`config.mk`:
```
export PLATFORM = sky130hd
export DESIGN_NAME = tcw_top
export DESIGN_NICKNAME = d
export VERILOG_FILES = /design/src/inc/tcw_pkg.sv /design/src/rtl/tcw_top.sv
export VERILOG_INCLUDE_DIRS = /design/src /design/src/inc
export SDC_FILE = /design/constraint.sdc
export NUM_CORES = 1
export LEC_CHECK = 0
export BUFFER_PORTS_ARGS = -buffer_cell sky130_fd_sc_hd__buf_4
export CAP_MARGIN = 40
export CELL_PAD_IN_SITES_DETAIL_PLACEMENT = 1
export CELL_PAD_IN_SITES_GLOBAL_PLACEMENT = 2
export CORE_MARGIN = 5
export CORE_UTILIZATION = 43
export CTS_CLUSTER_SIZE = 12
export DETAILED_ROUTE_END_ITERATION = 6
export PLACE_DENSITY = 0.95
export SLEW_MARGIN = 25
export SYNTH_ARGS = -nofsm -noshare
export SYNTH_HDL_FRONTEND = slang
export SYNTH_SLANG_ARGS = --single-unit
```
`constraint.sdc`:
```
create_clock -name I_SYS_CLK -period 4.3 [get_ports I_SYS_CLK]
set_input_delay 0.43 -clock I_SYS_CLK [delete_from_list [all_inputs] [get_ports I_SYS_CLK]]
set_output_delay 0.43 -clock I_SYS_CLK [all_outputs]
set_load 0.01 [all_outputs]
```
`src/inc/tcw_defines.svh`:
```
`ifndef TCW_DEFINES_SVH
`define TCW_DEFINES_SVH
// ****************************************
// Register offsets
// ****************************************
`define TCW_ADDR_COUNT 4'h0
`define TCW_ADDR_CMP_A 4'h1
`define TCW_ADDR_CMP_B 4'h2
`define TCW_ADDR_CTRL_A 4'h3
`define TCW_ADDR_CTRL_B 4'h4
`define TCW_ADDR_FLAGS 4'h5
`define TCW_ADDR_PORT 4'h6
`define TCW_ADDR_DIR 4'h7
// ****************************************
// Field positions
// ****************************************
`define TCW_FLAG_OVF 0
`define TCW_FLAG_CMP_A 1
`define TCW_FLAG_CMP_B 2
// ****************************************
// Values
// ****************************************
`define TCW_RST_BYTE 8'h00
`define TCW_COUNT_MAX 8'hFF
`define TCW_COUNT_ZERO 8'h00
`define TCW_COUNT_ONE 8'h01
`define TCW_MODE_NORMAL 3'h0
`define TCW_MODE_CTC 3'h2
`define TCW_MODE_FAST_MAX 3'h3
`define TCW_MODE_FAST_CMP 3'h7
`define TCW_ACT_OFF 2'h0
`define TCW_ACT_TOGGLE 2'h1
`define TCW_ACT_CLEAR 2'h2
`define TCW_ACT_SET 2'h3
`endif

```
`src/inc/tcw_pkg.sv`:
```
package tcw_pkg;
   typedef logic [2:0] tcw_mode_t;
   typedef logic [1:0] tcw_act_t;
   // Control byte A: actions and low mode bits
   typedef struct packed {
      tcw_act_t act_a;
      tcw_act_t act_b;
      logic [1:0] unused;
      logic [1:0] mode_lo;
   } tcw_ctrl_a_s;
   // Control byte B: force strobes and high mode bit
   typedef struct packed {
      logic force_a;
      logic force_b;
      logic [2:0] unused;
      logic mode_hi;
      logic [1:0] spare;
   } tcw_ctrl_b_s;
endpackage : tcw_pkg

```
`src/rtl/tcw_top.sv`:
```
// Our own choices: the register addresses and the plain strobed port.
`timescale 1ns/10ps
`include "tcw_defines.svh"
module tcw_top (
   input wire logic I_SYS_CLK,
   input wire logic I_NRST,
   input wire logic I_TIMER_TICK,
   input wire logic [3:0] I_ADDR,
   input wire logic [7:0] I_WDATA,
   input wire logic I_WR,
   input wire logic I_RD,
   output logic [7:0] O_RDATA,
   output logic [1:0] O_PIN_VAL,
   output logic [1:0] O_PIN_OE,
   output logic [2:0] O_FLAGS
);

   // ****************************************
   // Storage
   // ****************************************
   logic [7:0] count_reg;
   logic [7:0] ocr_act_reg [2];
   logic [7:0] ocr_buf_reg [2];
   logic [1:0] wave_reg;
   logic [1:0] pend_reg;
   logic [1:0] cflag_reg;
   logic ovf_reg;
   logic block_reg;
   tcw_pkg::tcw_ctrl_a_s ctrl_a_reg;
   logic mode_hi_reg;
   logic [1:0] port_reg;
   logic [1:0] dir_reg;
   logic [7:0] rdata_reg;
   logic [1:0] pin_val_reg;
   logic [1:0] pin_oe_reg;

   // ****************************************
   // Decode
   // ****************************************
   tcw_pkg::tcw_mode_t mode;
   tcw_pkg::tcw_ctrl_b_s wr_ctrl_b;
   tcw_pkg::tcw_act_t act [2];
   logic fast;
   logic clear_on_match_mode;
   logic non_pwm;
   logic count_wr;
   logic flags_wr;
   logic ctrl_b_wr;
   logic [7:0] top_val;
   logic at_top;
   logic [1:0] match;
   logic [1:0] force_ev;
   logic [1:0] ocr_wr;
   logic [7:0] count_next;
   logic [7:0] rdata_next;

   // ****************************************
   // Mode decode
   // ****************************************
   assign mode = {mode_hi_reg, ctrl_a_reg.mode_lo};
   assign wr_ctrl_b = I_WDATA;
   assign act[0] = ctrl_a_reg.act_a;
   assign act[1] = ctrl_a_reg.act_b;
   assign fast = (mode == `TCW_MODE_FAST_MAX) ||
                 (mode == `TCW_MODE_FAST_CMP);
   assign clear_on_match_mode = (mode == `TCW_MODE_CTC);
   assign non_pwm = (mode == `TCW_MODE_NORMAL) || clear_on_match_mode;

   // ****************************************
   // Bus decode
   // ****************************************
   assign count_wr = I_WR && (I_ADDR == `TCW_ADDR_COUNT);
   assign flags_wr = I_WR && (I_ADDR == `TCW_ADDR_FLAGS);
   assign ctrl_b_wr = I_WR && (I_ADDR == `TCW_ADDR_CTRL_B);
   assign ocr_wr[0] = I_WR && (I_ADDR == `TCW_ADDR_CMP_A);
   assign ocr_wr[1] = I_WR && (I_ADDR == `TCW_ADDR_CMP_B);

   // ****************************************
   // Compare decode
   // ****************************************
   assign top_val = (mode == `TCW_MODE_FAST_CMP) ? ocr_act_reg[0] :
                    `TCW_COUNT_MAX;
   assign at_top = fast && (count_reg == top_val);
   assign force_ev[0] = ctrl_b_wr && wr_ctrl_b.force_a && non_pwm;
   assign force_ev[1] = ctrl_b_wr && wr_ctrl_b.force_b && non_pwm;

   // ****************************************
   // Action helper
   // ****************************************
   function automatic logic tcw_apply(input logic [1:0] a,
                                      input logic w);
      logic r;
      r = w;
      unique case (a)
         `TCW_ACT_TOGGLE: r = ~w;
         `TCW_ACT_CLEAR: r = 1'b0;
         `TCW_ACT_SET: r = 1'b1;
         default: r = w;
      endcase
      return r;
   endfunction : tcw_apply

   // ****************************************
   // Counter
   // ****************************************
   always_comb begin
      count_next = count_reg;
      if (count_wr) begin
         count_next = I_WDATA;
      end else if (I_TIMER_TICK) begin
         if (at_top) begin
            count_next = `TCW_COUNT_ZERO;
         end else if (clear_on_match_mode && match[0]) begin
            count_next = `TCW_COUNT_ZERO;
         end else begin
            count_next = count_reg + `TCW_COUNT_ONE;
         end
      end
   end

   always_ff @(posedge I_SYS_CLK or negedge I_NRST) begin
      if (!I_NRST) begin
         count_reg <= `TCW_RST_BYTE;
      end else begin
         count_reg <= count_next;
      end
   end

   // ****************************************
   // Match blocking after a count write
   // ****************************************
   always_ff @(posedge I_SYS_CLK or negedge I_NRST) begin
      if (!I_NRST) begin
         block_reg <= 1'b0;
      end else if (count_wr) begin
         block_reg <= 1'b1;
      end else if (I_TIMER_TICK) begin
         block_reg <= 1'b0;
      end
   end

   // ****************************************
   // Overflow flag, set wins over clear
   // ****************************************
   always_ff @(posedge I_SYS_CLK or negedge I_NRST) begin
      if (!I_NRST) begin
         ovf_reg <= 1'b0;
      end else if (I_TIMER_TICK && !count_wr &&
                   (fast ? at_top :
                    (count_reg == `TCW_COUNT_MAX))) begin
         ovf_reg <= 1'b1;
      end else if (flags_wr && I_WDATA[`TCW_FLAG_OVF]) begin
         ovf_reg <= 1'b0;
      end
   end

   // ****************************************
   // Compare channels
   // ****************************************
   genvar ch;
   generate
      for (ch = 0; ch < 2; ch++) begin : g_chan
         logic wave_next;
         logic pin_sel;

         assign match[ch] = I_TIMER_TICK && !block_reg && !count_wr &&
                            (count_reg == ocr_act_reg[ch]);

         // ****************************************
         // Buffer always takes the write
         // ****************************************
         always_ff @(posedge I_SYS_CLK or negedge I_NRST) begin
            if (!I_NRST) begin
               ocr_buf_reg[ch] <= `TCW_RST_BYTE;
            end else if (ocr_wr[ch]) begin
               ocr_buf_reg[ch] <= I_WDATA;
            end
         end

         // ****************************************
         // Active value: direct or copied at top
         // ****************************************
         always_ff @(posedge I_SYS_CLK or negedge I_NRST) begin
            if (!I_NRST) begin
               ocr_act_reg[ch] <= `TCW_RST_BYTE;
            end else if (!fast && ocr_wr[ch]) begin
               ocr_act_reg[ch] <= I_WDATA;
            end else if (fast && I_TIMER_TICK && at_top) begin
               ocr_act_reg[ch] <= ocr_buf_reg[ch];
            end
         end

         // ****************************************
         // Match delayed by one tick
         // ****************************************
         always_ff @(posedge I_SYS_CLK or negedge I_NRST) begin
            if (!I_NRST) begin
               pend_reg[ch] <= 1'b0;
            end else if (I_TIMER_TICK) begin
               pend_reg[ch] <= match[ch];
            end
         end

         // ****************************************
         // Compare flag, set wins over clear
         // ****************************************
         always_ff @(posedge I_SYS_CLK or negedge I_NRST) begin
            if (!I_NRST) begin
               cflag_reg[ch] <= 1'b0;
            end else if (I_TIMER_TICK && pend_reg[ch]) begin
               cflag_reg[ch] <= 1'b1;
            end else if (flags_wr &&
                         I_WDATA[`TCW_FLAG_CMP_A + ch]) begin
               cflag_reg[ch] <= 1'b0;
            end
         end

         // ****************************************
         // Output latch
         // ****************************************
         always_comb begin
            wave_next = wave_reg[ch];
            if (force_ev[ch]) begin
               wave_next = tcw_apply(act[ch], wave_reg[ch]);
            end else if (I_TIMER_TICK) begin
               if (non_pwm && match[ch]) begin
                  wave_next = tcw_apply(act[ch], wave_reg[ch]);
               end else if (fast) begin
                  if (at_top && act[ch][1]) begin
                     wave_next = (act[ch] == `TCW_ACT_CLEAR);
                  end else if (match[ch] && act[ch][1]) begin
                     wave_next = (act[ch] == `TCW_ACT_SET);
                  end else if (match[ch] && (ch == 0) && mode_hi_reg &&
                               (act[ch] == `TCW_ACT_TOGGLE)) begin
                     wave_next = ~wave_reg[ch];
                  end
               end
            end
         end

         always_ff @(posedge I_SYS_CLK or negedge I_NRST) begin
            if (!I_NRST) begin
               wave_reg[ch] <= 1'b0;
            end else begin
               wave_reg[ch] <= wave_next;
            end
         end

         // ****************************************
         // Pin source and direction
         // ****************************************
         assign pin_sel = (act[ch] != `TCW_ACT_OFF) ?
                          wave_reg[ch] : port_reg[ch];

         always_ff @(posedge I_SYS_CLK or negedge I_NRST) begin
            if (!I_NRST) begin
               pin_val_reg[ch] <= 1'b0;
               pin_oe_reg[ch] <= 1'b0;
            end else begin
               pin_val_reg[ch] <= pin_sel;
               pin_oe_reg[ch] <= dir_reg[ch];
            end
         end
      end
   endgenerate

   // ****************************************
   // Control registers
   // ****************************************
   always_ff @(posedge I_SYS_CLK or negedge I_NRST) begin
      if (!I_NRST) begin
         ctrl_a_reg <= `TCW_RST_BYTE;
      end else if (I_WR && (I_ADDR == `TCW_ADDR_CTRL_A)) begin
         ctrl_a_reg <= I_WDATA;
      end
   end

   always_ff @(posedge I_SYS_CLK or negedge I_NRST) begin
      if (!I_NRST) begin
         mode_hi_reg <= 1'b0;
      end else if (ctrl_b_wr) begin
         mode_hi_reg <= wr_ctrl_b.mode_hi;
      end
   end

   always_ff @(posedge I_SYS_CLK or negedge I_NRST) begin
      if (!I_NRST) begin
         port_reg <= 2'h0;
      end else if (I_WR && (I_ADDR == `TCW_ADDR_PORT)) begin
         port_reg <= I_WDATA[1:0];
      end
   end

   always_ff @(posedge I_SYS_CLK or negedge I_NRST) begin
      if (!I_NRST) begin
         dir_reg <= 2'h0;
      end else if (I_WR && (I_ADDR == `TCW_ADDR_DIR)) begin
         dir_reg <= I_WDATA[1:0];
      end
   end

   // ****************************************
   // Read port
   // ****************************************
   always_comb begin
      rdata_next = `TCW_RST_BYTE;
      if (I_RD) begin
         unique case (I_ADDR)
            `TCW_ADDR_COUNT: rdata_next = count_reg;
            `TCW_ADDR_CMP_A: rdata_next = ocr_buf_reg[0];
            `TCW_ADDR_CMP_B: rdata_next = ocr_buf_reg[1];
            `TCW_ADDR_CTRL_A: rdata_next = ctrl_a_reg;
            `TCW_ADDR_CTRL_B: rdata_next = {5'h00, mode_hi_reg, 2'h0};
            `TCW_ADDR_FLAGS: rdata_next = {5'h00, cflag_reg, ovf_reg};
            `TCW_ADDR_PORT: rdata_next = {6'h00, port_reg};
            `TCW_ADDR_DIR: rdata_next = {6'h00, dir_reg};
            default: rdata_next = `TCW_RST_BYTE;
         endcase
      end
   end

   always_ff @(posedge I_SYS_CLK or negedge I_NRST) begin
      if (!I_NRST) begin
         rdata_reg <= `TCW_RST_BYTE;
      end else begin
         rdata_reg <= rdata_next;
      end
   end

   // ****************************************
   // Outputs
   // ****************************************
   assign O_RDATA = rdata_reg;
   assign O_PIN_VAL = pin_val_reg;
   assign O_PIN_OE = pin_oe_reg;

   // ****************************************
   // Flag copy for the pins
   // ****************************************
   always_ff @(posedge I_SYS_CLK or negedge I_NRST) begin
      if (!I_NRST) begin
         O_FLAGS <= 3'h0;
      end else begin
         O_FLAGS <= {cflag_reg, ovf_reg};
      end
   end

endmodule : tcw_top
```
---- Yosys cells after proc, flatten, opt, wreduce, memory -nomap -nowiden ----
Cells that the tools add are included.
storage, ports and cells
  bits in registers ....................... 76
  input port bits ......................... 17
  output and inout bits ................... 15
  logic and storage cells ................. 146
cells by class
  add/sub/neg operators ................... 1
  eq/ne operators ......................... 20
  multiplexer cells ....................... 37
  bitwise logic cells ..................... 2
  reduce and logical (&&, ||, !) cells .... 60
operator list
  cell                                                             number
  8-bit 2-to-1 mux                                                 10
  8-bit case mux with 8 select lines                               1
  1-bit logical AND                                                37
  8-bit == test                                                    3
  1-bit 2-to-1 mux                                                 24
  2-bit nonzero test                                               10
  4-bit by 3-bit == test with 1-bit output, second input constant  4
  8-bit by 1-bit adder with 8-bit output, second input constant    1
  2-bit == test, second input constant                             4
  4-bit by 2-bit == test with 1-bit output, second input constant  2
  8-bit == test, second input constant                             1
  3-bit by 2-bit == test with 1-bit output, second input constant  2
  1-bit case mux with 3 select lines                               2
  3-bit AND reduction                                              2
  3-bit nonzero test                                               2
  5-bit nonzero test                                               1
  2-bit by 1-bit == test with 1-bit output, second input constant  2
  4-bit by 1-bit == test with 1-bit output, second input constant  1
  4-bit zero test                                                  1
  4-bit nonzero test                                               1
  3-bit == test, second input constant                             1
  1-bit zero test                                                  3
  3-bit zero test                                                  1
  1-bit logical OR                                                 2
  1-bit inverter                                                   2

---- Longest topological paths before layout ----
  depth after elaboration ................. 14
  gate-level depth with buffers ........... 9
  gate-level depth less buffers ........... 7

---- Worst setup path before layout ----
No wires, ideal clock.
  kind .................................... input -> register
  from .................................... in I_WR
  to ...................................... reg count_reg[3]
  setup time .............................. 0.126 ns
  arrival ................................. 2.105 ns
  required time ........................... 4.174 ns
  slack ................................... 2.069 ns
  cell stages on the path ................. 8
  buffers on the path ..................... 1
  cell sequence ........................... buf_2 nand2b_2 nor4_1 or4b_4 nor3_4 a311o_2 o22ai_1 a221o_1
on the way
  longest elaborated chain between the ends .. 9
  elaborated cells between the ends (all ways) .. 10
  those cells by class .................... 4 x mux; 6 x reduce/logical
RTL lines
  item                            RTL line        RTL
  start: declaration              tcw_top.sv:10   input wire logic I_WR,
  1-bit logical AND (*)           tcw_top.sv:72   assign count_wr = I_WR && (I_ADDR == `TCW_ADDR_COUNT);
  1-bit zero test                 tcw_top.sv:166  assign match[ch] = I_TIMER_TICK && !block_reg && !count_wr &&
  1-bit logical AND (2 in a row)  tcw_top.sv:166
  1-bit logical AND               tcw_top.sv:113  end else if (clear_on_match_mode && match[0]) begin
  8-bit 2-to-1 mux                tcw_top.sv:113
  8-bit 2-to-1 mux                tcw_top.sv:111  if (at_top) begin
  8-bit 2-to-1 mux                tcw_top.sv:110  end else if (I_TIMER_TICK) begin
  8-bit 2-to-1 mux                tcw_top.sv:108  if (count_wr) begin
  end signal: assignment          tcw_top.sv:123  count_reg <= `TCW_RST_BYTE;
  end signal: assignment          tcw_top.sv:125  count_reg <= count_next;
  end: declaration                tcw_top.sv:21   logic [7:0] count_reg;
Every way passes the cells marked *; elsewhere a longest branch is shown, timed or not. The select of a mux whose other input is x is not followed.
A chain may end at the register's enable or synchronous reset.

---- Worst setup path in the final report ----
  from .................................... reg count_reg[5]
  to ...................................... reg ocr_act_reg[13] (netlist name)
on the way
  longest elaborated chain between the ends .. 4
RTL lines
  item                                 RTL line        RTL
  8-bit == test                        tcw_top.sv:83   assign at_top = fast && (count_reg == top_val);
  1-bit logical AND                    tcw_top.sv:83
  1-bit logical AND                    tcw_top.sv:188  end else if (fast && I_TIMER_TICK && at_top) begin
  2-bit nonzero test (no source line)  -
  end signal: indexed assignment       tcw_top.sv:185  ocr_act_reg[ch] <= `TCW_RST_BYTE;
  end signal: indexed assignment       tcw_top.sv:189  ocr_act_reg[ch] <= ocr_buf_reg[ch];
  end: declaration                     tcw_top.sv:22   logic [7:0] ocr_act_reg [2];
No other way between the ends.

==> reports/metrics.yaml <==
floorplan:
  num_io_pins: 32
  initial_core_util_pct: 44.0
  core_area_mm2: 0.00920
  core.rowCount: 35
  die_h_um: 107
  dieArea_mm2: 0.0114
  die_w_um: 107
synthesis:
  syn_inst: 382
  seq_area_frac_synth_pct: 47.0
  synthesis.area_mm2: 0.00405
  yosysWarnings: 0
  synth.distinct_cells: 58
  ys_seq_elements: 76
  synth_fp_nets: 400
  avgSynthCellArea_um2: 10.6
  synth_edf_count: 0
  synth_ff_type: "dfrtp_1"
  ys_async_sr_fraction_pct: 100
place:
  dp.cells: 500
  dp_slack_ns: 1.45
  io_buffers: 31
  gp_congestion: 0.907
  dpl.hpwl_um: 8880
worst_setup_path:
  critical_path_required_ns: 4.59
  critical_path.startpoint_type: "flip-flop"
  critPathArrivalTime_ns: 3.03
  worstPathMaxFanout: 11
  critPathKind: "reg2reg"
  cp-end-kind: "flip-flop"
grt:
  first_global_vias: 3525
  grt_first_pass_wirelength_um: 20000
  grt_usage_pct: 23.1
  grt_overflow: 0
  antenna_found_initial: 0
  grt_max_degree: 48
detailed_routing:
  wl_per_cell_um: 24.2
  via_per_inst: 6.30
  vias: 3251
  wl_um: 12500
  ant_nets: 0
  first_iter_violations: 258
  drc: 0
  drt_pass1_iterations: 4
timing:
  timing.hold.ws_ns: 0.0100
  tns_ns: 0
  maxSlewViolCount: 0
  fmax_mhz: 365
  rsz0062_at_grt: "false"
  finalCritPeriodShare_pct: 63.7
  setup_viol: 0
  max_slew_margin_pct: 44.4
  min_period_ns: 2.74
  tightest_slew_ns: 0.831
  worst_slack_ns: 1.56
  clock_skew_ns: 0.00970
  hold_viol_final: 0
layout:
  final-seq-area_mm2: 0.00190
  final_nets: 418
  instances_no_fill: 516
  area_growth_pct: 12.8
  drive_above_1_share_pct: 24.4
  multiInputGateArea_mm2: 0.00196
  nFillCells: 1026
  diodes: 0
clock_tree:
  postCtsHoldBufs: 0
  ctsLongestPathBuffers: 2
  cts_htree_levels: 3
  cts_root_buf: "clkbuf_8"
  post_cts_resized: 0
  cts.clk_slew.worst_paths_ns: 0.09
  clock_sinks: 76
  clock_latency_ns: 0.36
  cts_setup_buffers: 0
  numCtsBuffers: 9
  cts_tree: "yes"
hold_path:
  hold_class: "in2async"
job:
  maxCapViolCount: 0
power_and_ir_drop:
  leakagePower_nw: 2.01
  power_density_mw_per_mm2: 511
  ir_worst_vdd_uv: 246
run_status:
  status: "complete, no violations"
## synthesized netlist by cell type, types with 5 or more instances
cell type / count / share of area [%]
nand2_1: 38 / 3.5
mux4_2: 6 / 3.3
inv_1: 9 / 0.84
xor2_1: 6 / 1.3
o21ai_0: 17 / 2.1
a21oi_1: 19 / 2.4
nor2b_1: 9 / 1.4
a22oi_1: 11 / 2.0
clkbuf_1: 9 / 0.84
xnor2_1: 5 / 1.1
buf_4: 7 / 1.3
and3_1: 12 / 1.9
nor2_1: 23 / 2.1
nand3_1: 11 / 1.4
mux2_2: 30 / 8.4
o22ai_1: 9 / 1.4
buf_2: 8 / 0.99
nor3_1: 5 / 0.62
mux2i_1: 8 / 2.0
dfrtp_1: 76 / 47
## path summary, 6_finish.rpt
check / from / to / slack (ns) / cells after the start
max: count_reg[5] / ocr_act_reg[13] / 1.56 / 6
min: I_NRST / ocr_buf_reg[3] / 0.01 / 1
max reg2reg: count_reg[5] / ocr_act_reg[13] / 1.56 / 6
min reg2reg: cflag_reg[0] / O_FLAGS[1] / 0.41 / 0
max in group asynchronous: I_NRST / O_FLAGS[2] / 3.71 / 2
min in group I_SYS_CLK: I_RD / O_RDATA[4] / 0.35 / 2
## final cells by class
class / instances / share of cell area [%]
clock buffer: 9 / 2.71
clock inverter: 7 / 2.71
inverter: 12 / 0.987
multi-input combinational: 268 / 43.0
sequential: 76 / 41.7
tap: 111 / 3.04
timing repair buffer: 33 / 5.87
## metal layers
layer | vias up | share of wire [%] | global-route usage, %
li1 | 1423 | - | -
met1 | 1647 | 41 | 30.5
met2 | 146 | 50 | 38.4
met3 | 35 | 5.2 | 3.85
met4 | 0 | 3.1 | 8.13
met5 | - | 0 | 0
## kinds of logic (layout without fill, tap and decap cells)
| group | after synthesis | count (layout) | synth area share [%] |
|---|---|---|---|
| muxes | 44 | 44 | 13.7 |
| adders and majority gates | 1 | 1 | 0.309 |
| DFF | 76 | 76 | 47.0 |
| xor gates and xnor gates | 11 | 11 | 2.38 |
| and+or+nand+nor | 122 | 122 | 15.3 |
| buffers and inverters | 38 | 61 | 4.61 |
| AOI/OAI and AO/OA | 90 | 90 | 16.7 |
## critical path, cell delays in order, from the launching register on
cell and delay, ns:
dfrtp_1 0.64, nand4_1 0.32, a2111oi_4 0.43, nand2_1 0.19, nor2_1 0.67, nor2_1 0.21
a21oi_1 0.20
## cell usage in the layout, fill, tap and decap left out, types with 2 or more instances in the layout
master	netlist	layout
clkinv_1	3	3
nor3b_1	2	2
clkinv_4	0	2
dfrtp_1	76	76
a2111oi_4	3	3
a221o_1	4	4
xnor2_1	5	5
a21o_1	3	3
mux2_2	30	30
inv_1	9	9
nor2_1	23	23
nand4_1	4	4
nor3_1	5	5
or2_2	3	3
a2111oi_0	3	3
nor2b_1	9	9
o21ai_0	17	17
o211ai_1	2	2
mux4_2	6	6
buf_4	7	32
a31oi_1	4	4
and3_1	12	12
a21oi_1	19	19
bufinv_16	0	3
nand2b_1	3	3
nand3_1	11	11
xor2_1	6	6
a31o_1	2	2
mux2i_1	8	8
and2_1	2	2
clkbuf_8	0	9
a22oi_1	11	11
o22ai_1	9	9
nand2_1	38	38
## metrics by stage
stage	area, um2	utilization, %	power, W
3_5_place_dp	4320	46.9	0.00165
6_report	4560	49.6	0.00233
2_1_floorplan	4050	-	0.00144
3_3_place_gp	4290	46.6	0.00161
4_1_cts	4560	49.6	0.00233
5_1_grt	4560	49.6	0.00246
## power by group
part | internal [W] | leakage [nW] | switching (W)
Clock | 0.000390 | 0.120 | 0.000298
Sequential | 0.000874 | 0.950 | 0.000218
Combinational | 0.000277 | 0.935 | 0.000275
Total | 0.00154 | 2.01 | 0.000791
No activity file was read; power rests on OpenSTA's default activity.
